[config.mk]
export PLATFORM = sky130hd
export DESIGN_NAME = efc_frame_meter
export DESIGN_NICKNAME = d
export VERILOG_FILES = /design/src/hw/efc_pkg.sv /design/src/hw/efc_frame_meter.sv
export SDC_FILE = /design/constraint.sdc
export NUM_CORES = 1
export LEC_CHECK = 0
export ABC_CLOCK_PERIOD_IN_PS = 2600
export BUFFER_PORTS_ARGS = -buffer_cell sky130_fd_sc_hd__buf_4
export CELL_PAD_IN_SITES_DETAIL_PLACEMENT = 0
export CELL_PAD_IN_SITES_GLOBAL_PLACEMENT = 1
export CORE_AREA = 2 2 71 124
export CTS_CLUSTER_SIZE = 20
export DETAILED_ROUTE_END_ITERATION = 7
export DIE_AREA = 0 0 73 126
export HOLD_SLACK_MARGIN = 0.03
export PLACE_DENSITY_LB_ADDON = 0.1
export SLEW_MARGIN = 0
export SYNTH_ARGS = -nofsm -noshare
export SYNTH_HDL_FRONTEND = slang
export SYNTH_SLANG_ARGS = --single-unit
[constraint.sdc]
create_clock -name sys_clk_in -period 2.6 [get_ports sys_clk_in]
set_clock_uncertainty 0.05 [all_clocks]
set_input_delay 0 -clock sys_clk_in [delete_from_list [all_inputs] [get_ports sys_clk_in]]
set_output_delay 0 -clock sys_clk_in [all_outputs]
set_load 0.05 [all_outputs]
[src/hw/efc_pkg.sv]
// Constants, register map and field layout of the Ethernet frame checker
// ****************************************************************
// Functional notes
// (RULE1) Frame analysis and counting run only while checker_on is set; resets to one.
// (RULE2) Count received frames, CRC error frames and frames with other errors.
// (RULE3) Source select one checks MAC transmit frames; zero (reset) checks remote frames.
// (RULE4) Receive error with checker_irq_on set raises the checker interrupt; enable resets one.
// (RULE5) Interrupt pin needs the mask bit too; pending state readable in status.
// (RULE6) Sixteen-bit max_frame_length, reset 0x5F2; longer frames count as oversized.
// (RULE7) Measured frame length excludes preamble and start frame delimiter.
// (RULE8) Live 32-bit frame count is snapshotted whenever receive_error_counter is read.
// (RULE9) frame_count_upper reads upper sixteen bits of the snapshot, not live count.
// (RULE10) Software may use far loopback with transmit-side checking as a test setup.
// (RULE11) frame_count_lower reads lower sixteen bits of the snapshot.
// (RULE12) Frames under 64 bytes count as undersized; snapshotted with the rest.
// (RULE13) Live frame counter wraps after its maximum and clears on reset.
// ****************************************************************
package efc_pkg;

    // ****************************************************************
    // Register offsets
    // ****************************************************************
    localparam logic [15:0] EFC_ADDR_RECEIVE_ERROR_COUNTER = 16'h0014;
    localparam logic [15:0] EFC_ADDR_IRQ_MASK = 16'h0018;
    localparam logic [15:0] EFC_ADDR_IRQ_STATUS = 16'h0019;
    localparam logic [15:0] EFC_ADDR_CHECKER_ON = 16'h9403;
    localparam logic [15:0] EFC_ADDR_IRQ_ON = 16'h9406;
    localparam logic [15:0] EFC_ADDR_SOURCE_SEL = 16'h9407;
    localparam logic [15:0] EFC_ADDR_MAX_LEN = 16'h9408;
    localparam logic [15:0] EFC_ADDR_CNT_UPPER = 16'h940A;
    localparam logic [15:0] EFC_ADDR_CNT_LOWER = 16'h940B;
    localparam logic [15:0] EFC_ADDR_SYM_CNT = 16'h940E;
    localparam logic [15:0] EFC_ADDR_OSZ_CNT = 16'h940F;
    localparam logic [15:0] EFC_ADDR_USZ_CNT = 16'h9410;

    // ****************************************************************
    // Field positions and reset values
    // ****************************************************************
    localparam int EFC_IRQ_BIT = 1;
    localparam logic EFC_RST_CHECKER_ON = 1'h1;
    localparam logic EFC_RST_IRQ_ON = 1'h1;
    localparam logic EFC_RST_SOURCE_SEL = 1'h0;
    localparam logic EFC_RST_IRQ_MASK = 1'h0;
    localparam logic [15:0] EFC_RST_MAX_LEN = 16'h05F2;

    // ****************************************************************
    // Frame format
    // ****************************************************************
    localparam logic [15:0] EFC_MIN_FRAME_BYTES = 16'h0040;
    localparam logic [3:0] EFC_SFD_NIBBLE = 4'hD;
    localparam logic [31:0] EFC_CRC_INIT = 32'hFFFFFFFF;
    localparam logic [31:0] EFC_CRC_POLY = 32'hEDB88320;
    localparam logic [31:0] EFC_CRC_RESIDUE = 32'hDEBB20E3;

endpackage

[src/hw/efc_frame_meter.sv]
// Nibble-stream frame parser: SFD search, length, CRC and symbol error check
`timescale 1ns/100ps
`default_nettype none
module efc_frame_meter
    import efc_pkg::*;
#(
    parameter int LEN_W = 16
) (
    input wire logic sys_clk_in,
    input wire logic rst_in,
    input wire logic stb_in,
    input wire logic dv_in,
    input wire logic er_in,
    input wire logic [3:0] nib_in,
    output logic done_out,
    output logic crc_bad_out,
    output logic sym_bad_out,
    output logic [LEN_W-1:0] len_out
);

    typedef enum logic [1:0] {EFC_IDLE, EFC_PRE, EFC_BODY} efc_meter_state_t;

    efc_meter_state_t state_r;
    logic [LEN_W:0] nib_cnt_r;
    logic [31:0] crc_r;
    logic sym_r;

    // Reflected CRC-32, one nibble, least significant bit first
    function automatic logic [31:0] efc_crc_nib(input logic [31:0] crc, input logic [3:0] d);
        logic [31:0] c;
        c = crc;
        for (int i = 0; i < 4; i++) begin
            c = c[0] ^ d[i] ? ((c >> 1) ^ EFC_CRC_POLY) : (c >> 1);
        end
        return c;
    endfunction

    // ****************************************************************
    // Frame state
    // ****************************************************************
    always_ff @(posedge sys_clk_in) begin
        if (rst_in) begin
            state_r <= EFC_IDLE;
        end else if (stb_in) begin
            unique case (state_r)
                EFC_IDLE: if (dv_in) begin
                    state_r <= EFC_PRE;
                end
                EFC_PRE: if (!dv_in) begin
                    state_r <= EFC_IDLE;
                end else if (nib_in == EFC_SFD_NIBBLE) begin
                    state_r <= EFC_BODY;
                end
                EFC_BODY: if (!dv_in) begin
                    state_r <= EFC_IDLE;
                end
            endcase
        end
    end

    // ****************************************************************
    // Body accumulation; preamble and SFD are not part of the length
    // ****************************************************************
    always_ff @(posedge sys_clk_in) begin
        if (rst_in) begin
            nib_cnt_r <= '0;
            crc_r <= EFC_CRC_INIT;
            sym_r <= 1'b0;
        end else if (stb_in) begin
            if (state_r != EFC_BODY) begin
                nib_cnt_r <= '0; // RULE7
                crc_r <= EFC_CRC_INIT;
                // An error marked anywhere in the preamble stays with the frame
                sym_r <= dv_in && (er_in || ((state_r == EFC_PRE) && sym_r));
            end else if (dv_in) begin
                if (nib_cnt_r != '1) begin
                    nib_cnt_r <= nib_cnt_r + 1'b1; // RULE7
                end
                crc_r <= efc_crc_nib(crc_r, nib_in);
                sym_r <= sym_r | er_in;
            end
        end
    end

    // ****************************************************************
    // Frame end report
    // ****************************************************************
    always_ff @(posedge sys_clk_in) begin
        if (rst_in) begin
            done_out <= 1'b0;
            crc_bad_out <= 1'b0;
            sym_bad_out <= 1'b0;
            len_out <= '0;
        end else begin
            done_out <= stb_in && !dv_in && (state_r == EFC_BODY);
            if (stb_in && !dv_in && state_r == EFC_BODY) begin
                crc_bad_out <= crc_r != EFC_CRC_RESIDUE;
                sym_bad_out <= sym_r;
                len_out <= nib_cnt_r[LEN_W:1]; // RULE7
            end
        end
    end

endmodule
`default_nettype wire

# --- Word level (Yosys, flattened, before mapping) ---
# Index checks and enable logic that the tools add are counted.
totals:
  ff_bits: 71
  input_bits: 9
  elab_cells: 55
op_classes:
  addsub: 1
  eq_ne: 9
  muxes: 16
  n_bitwise: 9
  n_reduce_logical: 12
ops:
  columns: ["operator", "n"]
  rows:
  - ["$mux W32", 6]
  - ["$not A13 Y14", 4]
  - ["$mux W17", 3]
  - ["$ne A32 B32 Y1 const B", 1]
  - ["$add A17 B1 Y17 const B", 1]
  - ["$ne A17 B17 Y1 const B", 1]
  - ["$mux W2", 4]
  - ["$ne A2 B2 Y1 const B", 3]
  - ["$pmux W2 S3", 1]
  - ["$eq A4 B4 Y1 const B", 1]
  - ["$logic_and A1 B1 Y1", 4]
  - ["$reduce_and A4 Y1", 1]
  - ["$reduce_bool A2 Y1", 2]
  - ["$xor A1 B1 Y1", 4]
  - ["$ne A3 B3 Y1 const B", 1]
  - ["$reduce_and A3 Y1", 1]
  - ["$eq A2 B1 Y1 const B", 1]
  - ["$eq A2 B2 Y1 const B", 1]
  - ["$logic_not A2 Y1", 1]
  - ["$mux W1", 2]
  - ["$reduce_and A2 Y1", 1]
  - ["$logic_not A1 Y1", 1]
  - ["$logic_or A1 B1 Y1", 1]
  - ["$or A1 B1 Y1", 1]

# --- Depth between registers and ports, before layout ---
# Gate-level depths: netlist (run 1).
logic_depth:
  word_depth: 10
  ltp_mapped: 10

# --- Worst setup path after synthesis (run 1) ---
# OpenSTA, ideal clock, no wires.
synth_timing:
  path_kind: "flip-flop to flip-flop"
  from: "register nib_cnt_r[3]"
  to: "register nib_cnt_r[11]"
  setup_time_ns: 0.115
  arrival_ns: 2.220
  required_time_ns: 2.435
  path_slack_ns: 0.216
  path_stages_with_launch: 11
  n_path_buf: 2
  cell_sequence: "dfxtp_1 -> and3_4 -> or3b_4 -> buf_6 -> nor3_1 -> ha_1 -> nor2b_1 -> clkbuf_1 -> o211ai_1 -> nor3_1 -> o21a_1"
synth_via:
  elab_chain_len: 4
  elab_cells_between_ends: 7
  classes_between: "1 x add/sub; 1 x eq/ne; 3 x mux; 2 x reduce/logical"
synth_rtl:
  columns: ["item", "line_no", "source"]
  rows:
  - ["start: declaration", "efc_frame_meter.sv:24", "logic [LEN_W:0] nib_cnt_r;"]
  - ["start signal: assignment", "efc_frame_meter.sv:77", "nib_cnt_r <= nib_cnt_r + 1'b1;"]
  - ["$add A17 B1 Y17", "efc_frame_meter.sv:77", null]
  - ["$mux W17", "efc_frame_meter.sv:76", "if (nib_cnt_r != '1) begin"]
  - ["$mux W17", "efc_frame_meter.sv:75", "end else if (dv_in) begin"]
  - ["$mux W17", "efc_frame_meter.sv:70", "if (state_r != EFC_BODY) begin"]
# Parallel ways exist; a longest one is shown, timed or not. The select of a mux whose other input is x is not followed.
# A chain may end at the register's enable or synchronous reset.

# --- Final worst setup path (run 1) ---
layout_timing:
  from: "register nib_cnt_r[0]"
  to: "register nib_cnt_r[15]"
# The elaborated chain is that of the path after synthesis.

==> metrics.md, run 1 <==
| Metric | Value |
|---|---|
| FP Rows | between 40 and 50 |
| Register bit total from synthesis | just over 70 |
| Yosys top cell by area | dfxtp_1 |
| Post-synthesis cell area | 3230 sq um |
| Max Clk Rate | approximately 0.44 GHz |
| Cells along the critical path | ha_1 > and2_1 > nand2_1 > nor3_1 > ha_1 > nor2b_2 > o211ai_1 > buf_4 > or4_1 > a21oi_1 |
| Crit-path slowest cell | or4_1 |
| Port Buffer Count | 27 |
| Fillers | 812 |
| Layout cells sized above 1 | 16.0% |
| IO Count | 28 |
| Leak | about 1.5 nW |
| Die Span X | 73 um |
| Most frequent cell after synthesis | dfxtp_1 |
| Min cycle time layout | 2.29 ns |
| PwrDens | 697 nW/um^2 |
| Inserted Diodes | 0 |
| First-pass GRT wire length | between 10 and 15 mm |
| Reg-to-Reg End | nib_cnt_r[15] |
| Logic pwr share | 11.1% |
| RSZ-0062 raised after global routing | false |
| Clock Latency Late Sink | around 0.34 ns |
| Critical Path Source | nib_cnt_r[0] |
| Setup WS post-layout | 0.315 ns |
| Post-CTS Setup Bufs | 0 |
| Pwr Total | 2.75 mW |
| Post-layout nets | 422 |
| Gpl congestion | 0.810 |
| Synth Area in XOR/XNOR | 13.3% |
| Simple-gate share of the synthesized area | 20.1% |
| Hold Fails Final Rpt | 0 |
| Post-Layout Cell Count | around 500 |
| Min Hold Slack | 0.149 ns |
| Post-Synth Adder-Cell Area | 1.94% |
| Compound-gate portion of the synthesized area | between 15 and 20% |
| Pin count of the biggest net entering global routing | 34 |
| Aggregate routed wire length | 8.03 mm |
| Critical setup path kind | reg2reg |
| Via density | 5.37 |
| P&R area growth vs syn | 22.5% |
| Fin util | between 40% and 50% |
| Final slew viol count | 0 |
| Crit start category | flop |
| Seq/Total Area, Yosys | approximately 44% |
| Reg2reg start | nib_cnt_r[0] |
| Yosys top cell area share | 44.1% |
| Worst slew pin tran | 0.549 ns |
| Vias in the first global route | 2724 |
| Worst slack at placement | between 0.15 and 0.2 ns |
| Setup violators final | 0 |
| Max transition margin | around 63% |
| Htree depth | 3 |
| # DRC | 0 |
| Dpl cells | 484 |
| Status | complete, no violations |
| R2R cell count | 10 |
| Max-cap viol count | 0 |
| Area of the core | 8200 sq um |
| Yosys warning count | 0 |
| Total track usage | 19.1% |
| Min-delay worst type | in2reg |
| Crit path largest cell delay | about 0.4 ns |
| Clock group share of total power | 47.2% |
| CTS Buf Count | 9 |
| DIE HEIGHT | 126 um |
| Asr flop ratio synth | 0% |
| Iter 0 DRT Violations | just under 60 |
| Internal power | approximately 2.1 mW |
| Post-Syn Nets | 383 |
| DIE AREA | 9200 sq um |
| Vias | 2705 |
| Post-synthesis mux area share | 0.621% |
| Clock tree buffer depth | 2 |
| CTS sink cnt | 71 |
| Pre-antenna DRT Iters | 4 |
| Flop pwr share | 41.8% |
| CP max FO | 8 |
| Fin Setup TNS | 0 ns |
| Placed wire-length estimate | ~6 mm |
| Overflow after GRT | 0 |
| Initial antenna violation count | 0 |
| Synth cell types | 43 |
| Top post-synthesis cells by area | dfxtp_1, nand2_1, xnor2_1 |
| Most frequent cells after synthesis | dfxtp_1, nand2_1, a21oi_1, xnor2_1, o21ai_0 |
| Main combinational cell family by area after synthesis | simple AND/OR/NAND/NOR gates |
| Clock-pin transition on the worst setup and hold timing paths | 0.06 ns |
| Clk root buf | clkbuf_16 |
| Arr. time, crit path | ~2.5 ns |
| Cell area after layout | between 3000 and 4000 sq um |
| Initial Util | 39.3% |
| Synth Area per Inst | slightly below 9 sq um |
| Post-synth EDFFs | 0 |
| Net Sw Power | 0.631 mW |
| Detail Route Antenna Nets | 0 |
| Peak supply drop | around 370 uV |
| Crit path to | nib_cnt_r[15] |
| Main synth FF type | dfxtp_1 |
| Placed Instance Area | 3580 sq um |
| Net Sw Frac | 22.9% |
| Most common cell on crit path | ha_1 |
| CTS tree | yes |
| DR WL/cell | approximately 16 um |
| CP endpoint kind | flop |
| Mapped Cells | 369 |
| Reg2Reg Setup Slack | approximately 0.31 ns |
| Tcrit/Tclk final | 87.9% |
| CP required | about 2.8 ns |
[final cells by class]
class	count	area [sq um]	area share (%)
Clock buffer	11	243	6.14
Clock inverter	4	70.1	1.77
Inverter	7	26.3	0.665
Multi-Input combinational cell	271	1700	43.1
Sequential cell	71	1420	36.0
Tap cell	92	115	2.91
Timing Repair Buffer	48	373	9.43
[logic make-up (layout without fill, tap and decap cells)]
| kind of cell | after synthesis | after routing |
|---|---|---|
| buf+inv | 27 | 70 |
| xor+xnor | 40 | 40 |
| simple gates | 134 | 134 |
| mux | 2 | 2 |
| fa+ha+maj | 5 | 5 |
| compound gates | 90 | 90 |
| flops | 71 | 71 |
[flip-flops by register name, summed over array words and instances, names as in the netlist]
signal	cells
crc_bad_out	1
crc_r	32
done_out	1
len_out	16
nib_cnt_r	17
state_r	2
sym_bad_out	1
sym_r	1
[repair_timing]
action	CTS	global route
setup endpoints to repair	0	3
hold endpoints to repair	25	0
resized for setup	0	2
hold buffers	5	0
[power by group through the flow]
stage / logic [mW] / registers [mW] / clock network (mW)
after floorplan: 0.224 / 1.16 / 0
after global placement: 0.303 / 1.17 / 0
after detailed placement: 0.304 / 1.17 / 0
after CTS: 0.312 / 1.15 / 1.34
after global routing: 0.335 / 1.15 / 1.38
final: 0.306 / 1.15 / 1.30
[worst min-delay path by stage]
stage                     startpoint        end  slack (ns)  cells past startpoint
after floorplan               rst_in   crc_r[5]         0.1                      1
after global placement         er_in      sym_r        0.30                      3
after detailed placement       er_in      sym_r        0.32                      3
after CTS                  nib_in[1]  crc_r[13]        0.15                      4
after global routing       nib_in[3]  crc_r[15]        0.19                      5
final                      nib_in[1]  crc_r[13]        0.15                      4
[placed cells by master, fill, tap and decap left out, types with 3 or more instances in the layout]
| cell type | synthesis | layout |
|---|---|---|
| dfxtp_1 | 71 | 71 |
| nand2_1 | 66 | 66 |
| buf_4 | 0 | 43 |
| a21oi_1 | 40 | 40 |
| xnor2_1 | 23 | 23 |
| o21ai_0 | 20 | 20 |
| nor2_1 | 16 | 16 |
| nand3_1 | 14 | 14 |
| xor2_1 | 10 | 10 |
| clkbuf_16 | 0 | 9 |
| o211ai_1 | 8 | 8 |
| inv_1 | 6 | 6 |
| nand4_1 | 6 | 6 |
| o31ai_1 | 5 | 5 |
| or4_1 | 5 | 5 |
| or3_1 | 5 | 5 |
| ha_1 | 5 | 5 |
| dlygate4sd3_1 | 0 | 5 |
| nor3_1 | 4 | 4 |
| nand4b_1 | 4 | 4 |
| xnor3_1 | 4 | 4 |
| xnor2_2 | 3 | 3 |
| nand2b_1 | 3 | 3 |
| o21a_1 | 3 | 3 |
| o2111ai_1 | 3 | 3 |
[per-layer routing]
| layer | vias up | wire length (um) | track usage [%] |
|---|---|---|---|
| met5 | - | 0 | 0 |
| met4 | 0 | 209 | 9.80 |
| met3 | 14 | 145 | 3.12 |
| met2 | 42 | 4830 | 37.5 |
| met1 | 1284 | 2840 | 17.6 |
| li1 | 1365 | - | - |
[worst max-delay path, delay by kind of cell, from the launching register on]
| kind | cells | cell delay [ns] |
|---|---|---|
| fa+ha+maj | 2 | 0.41 |
| buf+inv | 1 | 0.17 |
| compound gates | 2 | 0.28 |
| flops | 1 | 0.33 |
| simple gates | 5 | 0.97 |
(Power assumes the default switching activity.)
==> inputs of run 2 (changes only) <==
--- a/config.mk
+++ b/config.mk
@@ -7,12 +7,13 @@
 export LEC_CHECK = 0
 export ABC_CLOCK_PERIOD_IN_PS = 2600
 export BUFFER_PORTS_ARGS = -buffer_cell sky130_fd_sc_hd__buf_4
+export CAP_MARGIN = 20
 export CELL_PAD_IN_SITES_DETAIL_PLACEMENT = 0
 export CELL_PAD_IN_SITES_GLOBAL_PLACEMENT = 1
-export CORE_AREA = 2 2 71 124
+export CORE_AREA = 2 2 89 156
 export CTS_CLUSTER_SIZE = 20
 export DETAILED_ROUTE_END_ITERATION = 7
-export DIE_AREA = 0 0 73 126
+export DIE_AREA = 0 0 91 158
 export HOLD_SLACK_MARGIN = 0.03
 export PLACE_DENSITY_LB_ADDON = 0.1
 export SLEW_MARGIN = 0
==> run 2 against run 1 <==
Combinational power hardly changed. Design area grew 2.1%. Largest power group unchanged. Die area rose by 56%. Power down 2.5%. Highest routed layer unchanged. Clock-buffer cell count increased by 1. Flip-flop and latch count did not move. Via count decreased by 0.67%. Final cell count up 16%. Clock power decreased by 6%. Largest cell class unchanged. Global-route usage is 5.3 points lower.
==> metrics.md, run 2 (synthesis results as in run 1) <==
| Metric | Value |
|---|---|
| Status | complete, no violations |
| DIE HEIGHT | around 160 um |
| Crit path largest cell delay | just under 0.4 ns |
| Crit-path slowest cell | or4_1 |
| Min-delay worst type | in2reg |
| Crit start category | flop |
| Clock-pin transition on the worst setup and hold timing paths | 0.05 ns |
| Leak | 1.48 nW |
| Placed Instance Area | 3690 sq um |
| Max-cap viol count | 0 |
| Htree depth | 3 |
| Cell area after layout | a little over 4000 sq um |
| Critical setup path kind | reg2reg |
| Clock tree buffer depth | 2 |
| Most common cell after layout, fill and taps aside | dfxtp_1 |
| Worst slew pin tran | about 0.60 ns |
| Iter 0 DRT Violations | 79 |
| Min cycle time layout | approximately 2.3 ns |
| Cells along the critical path | ha_1 > and2_1 > nand2_1 > nor3_1 > ha_1 > nor2b_2 > o211ai_1 > buf_4 > or4_1 > a21oi_1 |
| Die Span X | 91 um |
| Via density | 4.58 |
| Tcrit/Tclk final | 89.0% |
| Fin Setup TNS | 0 ns |
| Inserted Diodes | 0 |
| CP top delay family | simple AND/OR/NAND/NOR gates |
| Overflow after GRT | 0 |
| Max transition margin | 59.8% |
| Aggregate routed wire length | 9.15 mm |
| P&R area growth vs syn | 25.1% |
| Initial Util | 24.5% |
| Largest Register | crc_r |
| CP max FO | 8 |
| Max FFs per register | 32 |
| Clock Latency Late Sink | 0.33 ns |
| Net Sw Frac | around a quarter |
| Net Sw Power | about 0.65 mW |
| Detail Route Antenna Nets | 0 |
| Most common cell on crit path | ha_1 |
| Gpl congestion | about 0.76 |
| Pre-antenna DRT Iters | 4 |
| Total track usage | 13.8% |
| Vias | approximately 2700 |
| DIE AREA | 14400 sq um |
| Clk root buf | clkbuf_16 |
| CTS Buf Count | 9 |
| Post-Layout Cell Count | a little under 600 |
| Most frequent cells in the layout | dfxtp_1, nand2_1, buf_4 |
| Setup violators final | 0 |
| CP endpoint kind | flop |
| Flop pwr share | 42.9% |
| FP Rows | between 50 and 60 |
| Internal power | 2.03 mW |
| Port Buffer Count | 27 |
| Arr. time, crit path | 2.52 ns |
| DR WL/cell | 15.6 um |
| RSZ-0062 raised after global routing | false |
| CP required | 2.81 ns |
| Placed wire-length estimate | around 6.8 mm |
| Max Clk Rate | 0.432 GHz |
| Post-CTS Setup Bufs | 0 |
| Logic pwr share | 11.5% |
| Dpl cells | 566 |
| Crit path buffers/inverters | 1 |
| Clock group share of total power | 45.6% |
| Vias in the first global route | 2795 |
| # DRC | 0 |
| Area of the core | 13200 sq um |
| Hold Fails Final Rpt | 0 |
| Peak supply drop | 284 uV |
| Layout cells sized above 1 | 16.0% |
| Post-layout nets | roughly 420 |
| Initial antenna violation count | 0 |
| CTS tree | yes |
| PwrDens | 665 nW/um^2 |
| Largest registers | crc_r x32, nib_cnt_r x17, len_out x16 |
| CTS sink cnt | 71 |
| Final slew viol count | 0 |
| Pin count of the biggest net entering global routing | 34 |
| First-pass GRT wire length | 15.1 mm |
| IO Count | 28 |
## run 2: cell types whose count changed in the layout (fill, tap and decap cells not counted), sizes merged
cell    delta
bufinv     -1
clkinv     +1
clkbuf     +1
## run 2: worst paths after layout
path,from,endpoint,slack (ns),cells past startpoint
setup reg to reg,nib_cnt_r[0],nib_cnt_r[13],0.29,10
hold reg to reg,len_out[7],len_out[7],0.40,2
setup / recovery,nib_cnt_r[0],nib_cnt_r[13],0.29,10
hold / removal,nib_in[3],crc_r[31],0.16,5
## run 2: worst reg2reg max path, cell delays in order (launching register included)
cell	delay, ns
dfxtp_1	0.33
ha_1	0.21
and2_1	0.20
nand2_1	0.08
nor3_1	0.05
ha_1	0.20
nor2b_2	0.29
o211ai_1	0.12
buf_4	0.17
or4_1	0.39
a21oi_1	0.15
## run 2: power groups by stage
stage	clock network, mW	registers (mW)	logic, mW
after floorplan	0	1.16	0.224
after global placement	0	1.18	0.309
after detailed placement	0	1.18	0.310
after CTS	1.27	1.15	0.318
after global routing	1.31	1.16	0.344
final	1.22	1.15	0.309
## run 2: metrics by stage
stage | worst slack, ns | util (%) | power, mW | hold WS [ns]
6_report | 0.286 | 30.6 | 2.69 | 0.157
4_1_cts | 0.166 | 30.6 | 2.74 | 0.157
5_1_grt | 0.0115 | 30.6 | 2.81 | 0.218
3_5_place_dp | 0.185 | 28.0 | 1.49 | 0.298
2_1_floorplan | 0.216 | - | 1.39 | 0.0992
3_3_place_gp | 0.228 | 28.0 | 1.49 | 0.285
## run 2: area by class of cell
class,instances,area (sq um)
clock buffer,12,246
timing repair buffer,48,373
multi-input combinational,271,1710
fill,1463,9140
clock inverter,4,45.0
tap,174,218
sequential,71,1420
inverter,7,26.3
## run 2: timing repair
item | in CTS | in global routing
endpoints found under the setup margin | 0 | 8
resized for setup | 0 | 2
hold buffers | 5 | 0
endpoints found under the hold margin | 7 | 0
## run 2: routing by layer
layer / routed length [um] / track usage, % / share of wire, % / up-vias
met5: 0 / 0 / 0 / -
met4: 228 / 6.49 / 2.5 / 0
met3: 191 / 2.28 / 2.1 / 14
met2: 5460 / 27.9 / 60 / 32
met1: 3270 / 13.3 / 36 / 1271
li1: - / - / - / 1370
